### config.mk
export PLATFORM = sky130hd
export DESIGN_NAME = flash_rom_protection_security
export DESIGN_NICKNAME = d
export VERILOG_FILES = /design/src/pkg/flash_prot_pkg.sv /design/src/logic/flash_rom_protection_security.sv /design/src/logic/prot_auto_op.sv
export SDC_FILE = /design/constraint.sdc
export NUM_CORES = 1
export LEC_CHECK = 0
export BUFFER_PORTS_ARGS = -buffer_cell sky130_fd_sc_hd__buf_2
export CAP_MARGIN = 20
export CORE_MARGIN = 10
export CORE_UTILIZATION = 42
export CTS_CLUSTER_DIAMETER = 100
export CTS_CLUSTER_SIZE = 14
export DETAILED_ROUTE_END_ITERATION = 10
export PLACE_DENSITY = 0.68
export SYNTH_ARGS = -nofsm -noshare
export SYNTH_HDL_FRONTEND = slang
export SYNTH_SLANG_ARGS = --single-unit
### constraint.sdc
create_clock -name ref_clk -period 1.7 [get_ports ref_clk]
set_input_delay 0.17 -clock ref_clk [delete_from_list [all_inputs] [get_ports ref_clk]]
set_output_delay 0.17 -clock ref_clk [all_outputs]
set_load 0.02 [all_outputs]
### src/pkg/flash_prot_pkg.sv
// Shared constants and types for the flash ROM protection and security unit.
// Assumes a 125 MHz system clock and a plain register port with 8-bit byte addresses.
package flash_prot_pkg;

  // ************************************************************
  // Register map
  // ************************************************************
  localparam int ADDR_W = 8;
  localparam logic [ADDR_W-1:0] SEC_OFS = 8'h00;
  localparam logic [ADDR_W-1:0] FLCS_OFS = 8'h20;
  localparam logic [ADDR_W-1:0] IRQ_STAT_OFS = 8'h40;
  localparam logic [ADDR_W-1:0] IRQ_MASK_OFS = 8'h44;

  // ************************************************************
  // Field layout and reset values
  // ************************************************************
  localparam int SEC_BIT_POS = 0;
  localparam int READY_POS = 0;
  localparam int PROT_LSB = 16;
  localparam int MAX_BLOCKS = 6;
  localparam logic SEC_RST = 1'b1;
  localparam logic READY_RST = 1'b1;
  localparam logic [31:0] UNLOCK_KEY = 32'ha74a9d23;
  localparam logic [MAX_BLOCKS-1:0] GROUP0_MASK = 6'h0f;
  localparam logic [MAX_BLOCKS-1:0] GROUP1_MASK = 6'h30;

  // Interrupt status bits
  localparam int IRQ_W = 4;
  localparam int IRQ_DONE = 0;
  localparam int IRQ_FAIL = 1;
  localparam int IRQ_REFUSED = 2;
  localparam int IRQ_LOCK = 3;
  localparam logic [IRQ_W-1:0] IRQ_MASK_RST = 4'h0;

  // ************************************************************
  // Timing
  // ************************************************************
  localparam int CLK_MHZ = 125;
  localparam int KEY_WINDOW_CLK = 16;
  localparam int RST_MIN_US = 500;
  localparam int READ_WAIT_US = 2000;
  localparam int RST_MIN_CYC_DEF = RST_MIN_US * CLK_MHZ;
  localparam int READ_WAIT_CYC_DEF = READ_WAIT_US * CLK_MHZ;
  localparam int AUTO_OP_CYC_DEF = 64;

  // ************************************************************
  // Types
  // ************************************************************
  typedef enum logic [1:0] {OP_PROG_DATA, OP_ERASE_DATA, OP_PROG_PROT, OP_ERASE_PROT} flash_op_t;

  typedef struct packed {
    flash_op_t op;
    logic [2:0] block;
    logic group;
  } flash_cmd_t;

  typedef enum logic [1:0] {S_READY, S_BUSY, S_FAILED} auto_state_t;

endpackage

### src/logic/flash_rom_protection_security.sv
// Flash ROM write/erase protection and security unit, register file and command gate.
// Assumes por is asserted with rst at power-up; all inputs come from ref_clk logic.
`timescale 1ns/100ps
module flash_rom_protection_security
  import flash_prot_pkg::*;
#(
  parameter int NUM_BLOCKS = MAX_BLOCKS,
  parameter int AUTO_OP_CYC = AUTO_OP_CYC_DEF,
  parameter int RST_MIN_CYC = RST_MIN_CYC_DEF,
  parameter int READ_WAIT_CYC = READ_WAIT_CYC_DEF
) (
  // Clock and resets
  input wire logic ref_clk,
  input wire logic rst,
  input wire logic por,
  // Register port
  input wire logic [ADDR_W-1:0] reg_addr,
  input wire logic [31:0] reg_wdata,
  input wire logic reg_wr,
  input wire logic reg_wr_full,
  input wire logic reg_rd,
  output logic [31:0] reg_rdata,
  // Flash command port
  input wire logic cmd_valid,
  input wire flash_cmd_t cmd_in,
  output logic cmd_refused,
  // Flash array
  input wire logic [MAX_BLOCKS-1:0] prot_nv,
  input wire logic flash_fail,
  output logic flash_start,
  output flash_cmd_t flash_cmd,
  // Processor read path
  input wire logic cpu_rd_req,
  output logic cpu_rd_grant,
  // Debug gating and interrupt
  output logic sec_active,
  output logic dbg_enable,
  output logic trace_enable,
  output logic irq
);

  localparam logic [MAX_BLOCKS-1:0] IMPL_MASK = MAX_BLOCKS'((1 << NUM_BLOCKS) - 1);
  localparam int RST_W = $clog2(RST_MIN_CYC + 1);
  localparam int WAIT_W = $clog2(READ_WAIT_CYC + 1);
  localparam int KEY_W = $clog2(KEY_WINDOW_CLK + 1);

  // True when the block exists and its protection bit is set
  function automatic logic is_protected(input logic [MAX_BLOCKS-1:0] prot, input logic [2:0] blk);
    logic res;
    res = 1'b0;
    if (int'(blk) < NUM_BLOCKS) begin
      res = prot[blk];
    end
    return res;
  endfunction

  logic [MAX_BLOCKS-1:0] prot_r;
  logic [MAX_BLOCKS-1:0] pend_set_r;
  logic [MAX_BLOCKS-1:0] pend_clr_r;
  logic security_on_r;
  logic [KEY_W-1:0] key_cnt_r;
  logic lock_r;
  logic rst_q_r;
  logic [RST_W-1:0] rst_cnt_r;
  logic [WAIT_W-1:0] wait_cnt_r;
  logic [IRQ_W-1:0] irq_stat_r;
  logic [IRQ_W-1:0] irq_stat_nxt;
  logic [IRQ_W-1:0] irq_mask_r;
  logic [IRQ_W-1:0] irq_set;
  logic auto_op_done;
  logic op_done;
  logic op_fail;
  logic legal;
  logic accept;
  logic recover;
  logic read_ready;
  logic sec_wr;
  logic [MAX_BLOCKS-1:0] prot_vis;

  // ************************************************************
  // Automatic operation sequencer
  // ************************************************************
  prot_auto_op #(
    .OP_CYC(AUTO_OP_CYC)
  ) u_auto_op (
    .ref_clk(ref_clk),
    .rst(rst),
    .start(accept),
    .fail_in(flash_fail),
    .ready(auto_op_done),
    .done_pulse(op_done),
    .fail_pulse(op_fail)
  );

  // ************************************************************
  // Security state
  // ************************************************************
  assign prot_vis = prot_r & IMPL_MASK;
  assign sec_active = security_on_r && (&(prot_r | ~IMPL_MASK));
  assign sec_wr = reg_wr && (reg_addr == SEC_OFS);

  // Key window: a data write counts only while the counter runs
  always_ff @(posedge ref_clk) begin
    if (rst || por) begin
      key_cnt_r <= '0;
    end else if (sec_wr && reg_wr_full && reg_wdata == UNLOCK_KEY) begin
      key_cnt_r <= KEY_W'(KEY_WINDOW_CLK);
    end else if (sec_wr && reg_wr_full && key_cnt_r != '0) begin
      key_cnt_r <= '0;
    end else if (key_cnt_r != '0) begin
      key_cnt_r <= key_cnt_r - KEY_W'(1);
    end
  end

  // Reset only by power-on reset; rst leaves it unchanged
  always_ff @(posedge ref_clk) begin
    if (por) begin
      security_on_r <= SEC_RST;
    end else if (sec_wr && reg_wr_full && reg_wdata != UNLOCK_KEY && key_cnt_r != '0) begin
      security_on_r <= reg_wdata[SEC_BIT_POS];
    end
  end

  // Debug and trace shut off while secure
  always_ff @(posedge ref_clk) begin
    if (rst || por) begin
      dbg_enable <= 1'b0;
      trace_enable <= 1'b0;
    end else begin
      dbg_enable <= !sec_active;
      trace_enable <= !sec_active;
    end
  end

  // Processor reads ignore security
  assign cpu_rd_grant = cpu_rd_req && read_ready;

  // ************************************************************
  // Command gate
  // ************************************************************
  always_comb begin
    legal = 1'b0;
    if (sec_active) begin
      legal = (cmd_in.op == OP_ERASE_PROT);
    end else begin
      case (cmd_in.op)
        OP_PROG_DATA, OP_ERASE_DATA: begin
          legal = (int'(cmd_in.block) < NUM_BLOCKS) && !is_protected(prot_r, cmd_in.block);
        end
        OP_PROG_PROT: begin
          legal = (int'(cmd_in.block) < NUM_BLOCKS);
        end
        default: begin
          legal = 1'b1;
        end
      endcase
    end
  end

  assign accept = cmd_valid && !rst && !lock_r && auto_op_done && legal;
  assign cmd_refused = cmd_valid && !accept;

  always_ff @(posedge ref_clk) begin
    if (rst || por) begin
      flash_start <= 1'b0;
      flash_cmd <= '0;
    end else begin
      flash_start <= accept;
      if (accept) begin
        flash_cmd <= cmd_in;
      end
    end
  end

  // Protection change held until the operation completes
  always_ff @(posedge ref_clk) begin
    if (rst || por) begin
      pend_set_r <= '0;
      pend_clr_r <= '0;
    end else if (accept) begin
      pend_set_r <= '0;
      pend_clr_r <= '0;
      if (cmd_in.op == OP_PROG_PROT) begin
        pend_set_r <= MAX_BLOCKS'(1) << cmd_in.block;
      end else if (cmd_in.op == OP_ERASE_PROT) begin
        if (sec_active) begin
          pend_clr_r <= IMPL_MASK;
        end else begin
          pend_clr_r <= (cmd_in.group ? GROUP1_MASK : GROUP0_MASK) & IMPL_MASK;
        end
      end
    end
  end

  // Nonvolatile protection copy
  always_ff @(posedge ref_clk) begin
    if (por) begin
      prot_r <= prot_nv & IMPL_MASK;
    end else if (op_done) begin
      prot_r <= (prot_r | pend_set_r) & ~pend_clr_r;
    end
  end

  // ************************************************************
  // Command lockout and recovery
  // ************************************************************
  always_ff @(posedge ref_clk) begin
    if (por) begin
      rst_q_r <= 1'b0;
      rst_cnt_r <= '0;
    end else begin
      rst_q_r <= rst;
      if (!rst) begin
        rst_cnt_r <= '0;
      end else if (rst_cnt_r != RST_W'(RST_MIN_CYC)) begin
        rst_cnt_r <= rst_cnt_r + RST_W'(1);
      end
    end
  end

  assign recover = rst_q_r && !rst && (rst_cnt_r == RST_W'(RST_MIN_CYC));

  always_ff @(posedge ref_clk) begin
    if (por) begin
      lock_r <= 1'b0;
    end else if (recover) begin
      lock_r <= 1'b0;
    end else if (cmd_valid && !rst && !auto_op_done) begin
      lock_r <= 1'b1;
    end
  end

  always_ff @(posedge ref_clk) begin
    if (por) begin
      wait_cnt_r <= '0;
    end else if (recover && lock_r) begin
      wait_cnt_r <= WAIT_W'(READ_WAIT_CYC);
    end else if (wait_cnt_r != '0) begin
      wait_cnt_r <= wait_cnt_r - WAIT_W'(1);
    end
  end

  assign read_ready = (wait_cnt_r == '0);

  // ************************************************************
  // Interrupts
  // ************************************************************
  always_comb begin
    irq_set = '0;
    irq_set[IRQ_DONE] = op_done;
    irq_set[IRQ_FAIL] = op_fail;
    irq_set[IRQ_REFUSED] = cmd_refused;
    irq_set[IRQ_LOCK] = cmd_valid && !rst && !auto_op_done && !lock_r;
    irq_stat_nxt = irq_stat_r;
    if (reg_wr && reg_addr == IRQ_STAT_OFS) begin
      irq_stat_nxt = irq_stat_r & ~reg_wdata[IRQ_W-1:0];
    end
    irq_stat_nxt = irq_stat_nxt | irq_set;
  end

  always_ff @(posedge ref_clk) begin
    if (rst || por) begin
      irq_stat_r <= '0;
      irq_mask_r <= IRQ_MASK_RST;
    end else begin
      irq_stat_r <= irq_stat_nxt;
      if (reg_wr && reg_addr == IRQ_MASK_OFS) begin
        irq_mask_r <= reg_wdata[IRQ_W-1:0];
      end
    end
  end

  assign irq = |(irq_stat_r & irq_mask_r);

  // ************************************************************
  // Register read
  // ************************************************************
  always_ff @(posedge ref_clk) begin
    if (rst || por) begin
      reg_rdata <= '0;
    end else if (!reg_rd) begin
      reg_rdata <= '0;
    end else if (reg_addr == SEC_OFS) begin
      reg_rdata <= 32'(security_on_r) << SEC_BIT_POS;
    end else if (reg_addr == FLCS_OFS) begin
      reg_rdata <= (32'(prot_vis) << PROT_LSB) | (32'(auto_op_done) << READY_POS);
    end else if (reg_addr == IRQ_STAT_OFS) begin
      reg_rdata <= 32'(irq_stat_r);
    end else if (reg_addr == IRQ_MASK_OFS) begin
      reg_rdata <= 32'(irq_mask_r);
    end else begin
      reg_rdata <= '0;
    end
  end

  // ************************************************************
  // Checks
  // ************************************************************
  property p_prot_refuse;
    @(posedge ref_clk) disable iff (rst || por)
      (cmd_valid && cmd_in.op inside {OP_PROG_DATA, OP_ERASE_DATA} && is_protected(prot_r, cmd_in.block))
      |=> !flash_start;
  endproperty
  a_prot_refuse: assert property (p_prot_refuse) else $error("protected block accepted");

  property p_status_read;
    @(posedge ref_clk) disable iff (rst || por)
      (reg_rd && reg_addr == FLCS_OFS) |=> (reg_rdata[21:16] == $past(prot_vis)) && (reg_rdata[15:1] == 15'h0);
  endproperty
  a_status_read: assert property (p_status_read) else $error("protection status mismatch");

  property p_short_variant;
    @(posedge ref_clk) disable iff (rst || por)
      (reg_rd && reg_addr == FLCS_OFS && NUM_BLOCKS == 4) |=> (reg_rdata[21:20] == 2'h0);
  endproperty
  a_short_variant: assert property (p_short_variant) else $error("unused status bits nonzero");

  property p_sec_cond;
    @(posedge ref_clk) disable iff (rst || por)
      sec_active |-> (security_on_r && ((prot_r & IMPL_MASK) == IMPL_MASK));
  endproperty
  a_sec_cond: assert property (p_sec_cond) else $error("security active without conditions");

  property p_debug_block;
    @(posedge ref_clk) disable iff (rst || por)
      sec_active [*2] |-> !dbg_enable && !trace_enable;
  endproperty
  a_debug_block: assert property (p_debug_block) else $error("debug open while secure");

  property p_cmd_ignore;
    @(posedge ref_clk) disable iff (rst || por)
      (sec_active && cmd_valid && cmd_in.op != OP_ERASE_PROT) |=> !flash_start;
  endproperty
  a_cmd_ignore: assert property (p_cmd_ignore) else $error("command taken while secure");

  property p_sec_erase_all;
    @(posedge ref_clk) disable iff (rst || por)
      (accept && sec_active) |=> (pend_clr_r == IMPL_MASK);
  endproperty
  a_sec_erase_all: assert property (p_sec_erase_all) else $error("secure erase not full");

  property p_busy_flag;
    @(posedge ref_clk) disable iff (rst || por)
      accept |=> !auto_op_done [*2];
  endproperty
  a_busy_flag: assert property (p_busy_flag) else $error("ready during operation");

  property p_fail_hold;
    @(posedge ref_clk) disable iff (rst || por)
      op_fail |-> !auto_op_done [*8];
  endproperty
  a_fail_hold: assert property (p_fail_hold) else $error("ready after failure");

  property p_key_guard;
    @(posedge ref_clk) disable iff (rst || por)
      (key_cnt_r == '0) |=> $stable(security_on_r);
  endproperty
  a_key_guard: assert property (p_key_guard) else $error("security bit changed without key");

endmodule // flash_rom_protection_security

### src/logic/prot_auto_op.sv
// Automatic flash operation sequencer with the ready/busy flag.
// Assumes start and fail_in come from logic on ref_clk.
`timescale 1ns/100ps
module prot_auto_op
  import flash_prot_pkg::*;
#(
  parameter int OP_CYC = AUTO_OP_CYC_DEF
) (
  // Clock and reset
  input wire logic ref_clk,
  input wire logic rst,
  // Control
  input wire logic start,
  input wire logic fail_in,
  // Status
  output logic ready,
  output logic done_pulse,
  output logic fail_pulse
);

  localparam int CNT_W = $clog2(OP_CYC + 1);

  auto_state_t state_r;
  logic [CNT_W-1:0] cnt_r;
  logic last;

  assign last = (cnt_r == CNT_W'(OP_CYC - 1));

  // ************************************************************
  // Sequencer
  // ************************************************************
  always_ff @(posedge ref_clk) begin
    if (rst) begin
      state_r <= S_READY;
    end else begin
      case (state_r)
        S_READY: begin
          if (start) begin
            state_r <= S_BUSY;
          end
        end
        S_BUSY: begin
          if (fail_in) begin
            state_r <= S_FAILED;
          end else if (last) begin
            state_r <= S_READY;
          end
        end
        default: begin
          state_r <= S_FAILED;
        end
      endcase
    end
  end

  always_ff @(posedge ref_clk) begin
    if (rst || state_r != S_BUSY) begin
      cnt_r <= '0;
    end else begin
      cnt_r <= cnt_r + CNT_W'(1);
    end
  end

  always_ff @(posedge ref_clk) begin
    if (rst) begin
      done_pulse <= 1'b0;
      fail_pulse <= 1'b0;
    end else begin
      done_pulse <= (state_r == S_BUSY) && last && !fail_in;
      fail_pulse <= (state_r == S_BUSY) && fail_in;
    end
  end

  // Ready once the finished result has been applied
  assign ready = (state_r == S_READY) && !done_pulse;

endmodule // prot_auto_op

Yosys cells after proc, flatten, opt, wreduce, memory -nomap -nowiden
Cells that the tools add are included.
{"block": "word_totals", "ff_bits": 109, "output_inout_bits": 45, "elab_cells": 138}
{"block": "classes", "eq_ne": 15, "bitwise": 10, "shift": 1, "magnitude_cmp": 2, "muxes": 28, "addsub": 4, "reduce_logical": 54}
{"operator": "2-to-1 mux 6 bit", "n": 7}
{"operator": "2-to-1 mux 18 bit", "n": 2}
{"operator": "== test 32 bit (second input constant)", "n": 1}
{"operator": "inequality test 32 bit (second input constant)", "n": 1}
{"operator": "logical AND 1 bit", "n": 25}
{"operator": "2-to-1 mux 22 bit", "n": 1}
{"operator": "OR 22 x 1 -> 22 bit", "n": 1}
{"operator": "zero test 18 bit", "n": 1}
{"operator": "nonzero test 18 bit", "n": 1}
{"operator": "subtractor 18 x 1 -> 18 bit (second input constant)", "n": 1}
{"operator": "adder 16 x 1 -> 16 bit (second input constant)", "n": 1}
{"operator": "== test 16 bit (second input constant)", "n": 1}
{"operator": "== test 8 x 7 -> 1 bit (second input constant)", "n": 2}
{"operator": "inequality test 16 bit (second input constant)", "n": 1}
{"operator": "2-to-1 mux 5 bit", "n": 3}
{"operator": "2-to-1 mux 4 bit", "n": 3}
{"operator": "OR reduction 2 bit", "n": 5}
{"operator": "bitwise AND 4 bit", "n": 2}
{"operator": "== test 8 x 6 -> 1 bit (second input constant)", "n": 1}
{"operator": "zero test 1 bit", "n": 8}
{"operator": "zero test 8 bit", "n": 1}
{"operator": "adder 7 x 1 -> 7 bit (second input constant)", "n": 1}
{"operator": "== test 7 x 6 -> 1 bit (second input constant)", "n": 1}
{"operator": "bitwise AND 6 bit", "n": 1}
{"operator": "other kinds (28)", "n": 42}

Logic depth before layout (Yosys ltp)
{"block": "logic_depth", "word_depth": 13, "mapped_depth": 9}

Cells and area by module
A second synthesis with hierarchy kept.
{"block": "unflattened", "hier_cells": 492, "hier_area_um2": 4410.5}
{"mod": "flash_rom_protection_security", "n_inst": 1, "cells_each": 450, "area_per_inst_um2": 4006.3, "seq_area_each_um2": 1701.6}
{"mod": "prot_auto_op", "n_inst": 1, "cells_each": 42, "area_per_inst_um2": 404.1, "seq_area_each_um2": 220.2}

Worst setup path after synthesis
OpenSTA, ideal clock, no wires.
{"block": "synth_timing", "path_kind": "reg2out", "start": "reg prot_r[4]", "end": "out cmd_refused", "t_arrival_ns": 1.730, "stages_incl_launch_ff": 6, "slack_ns": -0.200, "required_time_ns": 1.530, "path_buffers": 1, "cell_sequence": "edfxtp_1 > nand4_1 > o2bb2a_1 > o211ai_1 > buf_2 > and2_1"}
{"block": "synth_via", "elab_chain_cells": 12, "elab_cells_between_ends": 14}
{"item": "from (decl)", "line_no": "flash_rom_protection_security.sv:57", "rtl": "logic [MAX_BLOCKS-1:0] prot_r;"}
{"item": "from (signal assigned)", "line_no": "flash_rom_protection_security.sv:198", "rtl": "prot_r <= prot_nv & IMPL_MASK;"}
{"item": "from (signal assigned)", "line_no": "flash_rom_protection_security.sv:200", "rtl": "prot_r <= (prot_r | pend_set_r) & ~pend_clr_r;"}
{"item": "binary-select mux 1 bit (select 3 bit)", "line_no": "flash_rom_protection_security.sv:52", "rtl": "res = prot[blk];"}
{"item": "2-to-1 mux 1 bit (implied by the code)", "line_no": "flash_rom_protection_security.sv:52"}
{"item": "2-to-1 mux 1 bit", "line_no": "flash_rom_protection_security.sv:51", "rtl": "if (int'(blk) < NUM_BLOCKS) begin"}
{"item": "2-to-1 mux 1 bit", "line_no": "flash_rom_protection_security.sv:146", "rtl": "case (cmd_in.op)"}
{"item": "2-to-1 mux 1 bit", "line_no": "flash_rom_protection_security.sv:143", "rtl": "if (sec_active) begin"}
{"item": "zero test 1 bit", "line_no": "flash_rom_protection_security.sv:148", "rtl": "legal = (int'(cmd_in.block) < NUM_BLOCKS) && !is_protected(prot_r, cmd_in.block);"}
{"item": "logical AND 1 bit", "line_no": "flash_rom_protection_security.sv:148"}
{"item": "case mux 1 bit (2 select lines)", "line_no": "flash_rom_protection_security.sv:146"}
{"item": "2-to-1 mux 1 bit *", "line_no": "flash_rom_protection_security.sv:143"}
{"item": "logical AND 1 bit *", "line_no": "flash_rom_protection_security.sv:160", "rtl": "assign accept = cmd_valid && !rst && !lock_r && auto_op_done && legal;"}
{"item": "zero test 1 bit *", "line_no": "flash_rom_protection_security.sv:161", "rtl": "assign cmd_refused = cmd_valid && !accept;"}
{"item": "logical AND 1 bit *", "line_no": "flash_rom_protection_security.sv:161"}
{"item": "to (decl)", "line_no": "flash_rom_protection_security.sv:26", "rtl": "output logic cmd_refused,"}
Mark *: on every way between the ends. The rest lies on a longest branch, timed or not. The select of a mux whose other input is x is not followed.

Worst setup path in the final report
{"block": "layout_timing", "start": "reg prot_r[3]", "end": "out cmd_refused"}
The elaborated chain is that of the path after synthesis.

==> results.ini <==
[outcome]
status=finished, violations left
violations=negative setup slack

[yosys]
synth-edff-count=6
avgSynthCellArea_um2=8.83
ys_ff_latch=93
netlist_area_mm2=0.00435
synth-seq-area-share_pct=44.2
synthFlopType=dfxtp_1
ys_async_sr_fraction_pct=0
synth.distinct_cells=61
syn_inst=492
ys_warn_count=0

[route]
vias=3963
firstDrtPassIters=4
drc=0
ant_nets=0
wl_per_cell_um=15.4
drt_wl_total_um=12000
drt_iter0_markers=245
avgViaCountPerCell=5.07

[grt]
antenna_found_initial=0
grt_first_pass_wirelength_um=19500
grtUsageTotal_pct=16.0
grt_max_degree=25
grt_pass1_vias=4150
grt_remaining_overflow=0

[min_path]
min_to=lock_r$_SDFFE_PP0P_
hold_class=input pin to flip-flop
hold_path_depth=2
worstHoldStart=por

[cells_and_area]
layout-drive-gt1-share_pct=36.1
diodes=0
final_cell_area_mm2=0.00595
finalNetCount=706
final_util_pct=58.4
area_growth_pct=36.9
fillCellCount=913

[placement]
io_buffers=83
dpl_cell_area_mm2=0.00531
place_hpwl_um=8940
post-place-ws_ns=-0.192
gp_congestion=0.848

[clock_network]
clock_path_buffers=2
cts_buffers=9
clock-sinks=93
cts.clk_slew.worst_paths_ns=0.10
cts_tree=yes
root_buffer=clkbuf_8
htreeDepth=3
clk_latency_ns=0.36

[worst_setup_path]
crit_path_start_kind=flip-flop
r2r_cells=7
cp_cell_sequence=buf_4 > nand4_1 > o2bb2a_4 > o211ai_1 > and2_4 > buf_6
cp_max_fo=3
r2r_end=pend_set_r[0]$_SDFFE_PP0P_
cp-end-kind=output pin
crit_path_max_incr_delay_ns=0.35
r2r_start=prot_r[2]$_DFFE_PP_
regToRegSetupSlack_ns=-0.19
critical_path_class=flip-flop to output pin
worstPathRequired_ns=1.53
cp_slowest_cell=edfxtp_1
cp_data_arrival_time_ns=1.82
critPathLaunch=prot_r[3]$_DFFE_PP_

[timing]
max_freq_ghz=0.503
holdWs_ns=0.0670
drv_slew=0
fin_ws_ns=-0.290
hold_viol=0
setup_viol=32
clock_skew_ns=0.00865
grt_setup_unrepaired=yes
fin_crit_ns=1.99
finalCritPeriodShare_pct=117

[power]
total_power_w=0.00753
vdd_ir_drop_max_mv=1.23
p_leak_nw=2.50
p_per_area_mw_per_mm2=1260

[die]
row_count=37
die_w_um=122
ios=106
core_mm2=0.0102
dieArea_mm2=0.0148
initial_core_util_pct=42.7
die_y_um=122

[flow_run]
drv_cap=0

[stage by stage]
step	setup TNS, ns	cells
global placement	-0.687	752
detailed placement	-1.44	752
finish	-3.52	781
floorplan	-0.285	513
CTS	-3.24	780
global route	-6.01	781
[worst max-delay path by stage]
stage,to,slack (ns),cells past startpoint
3_5_place_dp,security_on_r$_SDFFE_PP1P_,-0.19,5
4_1_cts,cpu_rd_grant,-0.28,5
2_1_floorplan,cmd_refused,-0.07,5
3_3_place_gp,security_on_r$_SDFFE_PP1P_,-0.14,5
5_1_grt,cmd_refused,-0.39,6
6_report,cmd_refused,-0.29,6
[synth_stat cells, drive strengths merged (5+ instances only)]
master  instances  area share, %
xnor2          11            2.2
dfxtp          87             40
xor2           20            4.0
inv            14            1.2
and2           12            1.7
o31ai          11            1.9
and3            6           0.86
nor4bb          5            1.2
clkbuf         13            1.2
nor3b           6            1.2
nor3           15            1.7
nand4          14            2.2
ha              5            1.4
a21oi          20            2.3
nand2b          5           0.72
nand3          28            3.2
nand2          35            3.0
edfxtp          6            4.1
or3             5           0.83
nor2           69            6.0
buf            28            4.5
o21ai          14            1.6
o211ai          5           0.86
mux2i          10            2.3
[where the power goes]
| group | leakage [nW] | switching [W] | total (W) | internal [W] |
|---|---|---|---|---|
| Sequential | 0.765 | 0.000204 | 0.00264 | 0.00244 |
| Clock | 0.118 | 0.000833 | 0.00169 | 0.000855 |
| Combinational | 1.62 | 0.00162 | 0.00320 | 0.00158 |
[logic make-up (layout without fill, tap and decap cells)]
family | after synthesis | in the layout | synth area share, %
muxes | 12 | 12 | 3.08
and+or+nand+nor | 230 | 230 | 28.4
other | 1 | 22 | 0.0863
xor gates and xnor gates | 31 | 31 | 6.25
adders and majority gates | 5 | 5 | 1.44
DFF | 93 | 93 | 44.2
buffers and inverters | 55 | 187 | 6.91
AOI/OAI and AO/OA | 65 | 65 | 9.59
[worst max-delay path, delay by kind of cell, from the launching register on]
family / cells / cell delay (ns)
buffers and inverters: 2 / 0.23
AOI/OAI and AO/OA: 2 / 0.51
DFF: 1 / 0.35
and+or+nand+nor: 2 / 0.37
[layout make-up]
type | count | area (um^2) | area share [%]
sequential | 93 | 1920 | 32.3
clock buffer | 9 | 124 | 2.08
multi-input combinational | 365 | 2510 | 42.2
tap | 136 | 170 | 2.86
clock inverter | 7 | 106 | 1.79
timing repair buffer | 157 | 1060 | 17.8
inverter | 14 | 52.6 | 0.883
[sequential cells by signal, indices dropped and copies added, names as in the netlist, 4 cells and up]
name	count
wait_cnt_r	18
key_cnt_r	5
prot_r	6
flash_cmd	6
rst_cnt_r	16
irq_stat_r	4
pend_set_r	6
irq_mask_r	4
reg_rdata	10
u_auto_op.cnt_r	7
[placed cells by master, fill, tap and decap left out, types with 10 or more instances in the layout]
master / Yosys / layout
a21oi_1: 20 / 20
buf_2: 5 / 80
buf_4: 23 / 61
buf_6: 0 / 11
conb_1: 1 / 22
dfxtp_1: 87 / 85
inv_1: 14 / 13
mux2i_1: 10 / 10
nand2_1: 35 / 33
nand3_1: 28 / 16
nand4_1: 13 / 13
nor2_1: 69 / 65
nor3_1: 15 / 13
xnor2_1: 11 / 10
xor2_1: 20 / 20
[routing by layer]
layer,track usage [%],wire length [um]
met5,0,0
met4,4.55,163
met3,3.42,466
met2,30.2,6650
met1,17.4,4750
[repair_timing]
action	4_1_cts	5_1_grt
hold buffers	1	0
buffers inserted	10	7
endpoints found under the setup margin	30	41
gates resized for setup	50	23
pin swaps	27	20
endpoints found under the hold margin	1	0
cloned	1	0
Power figures use the tool's default switching activity.
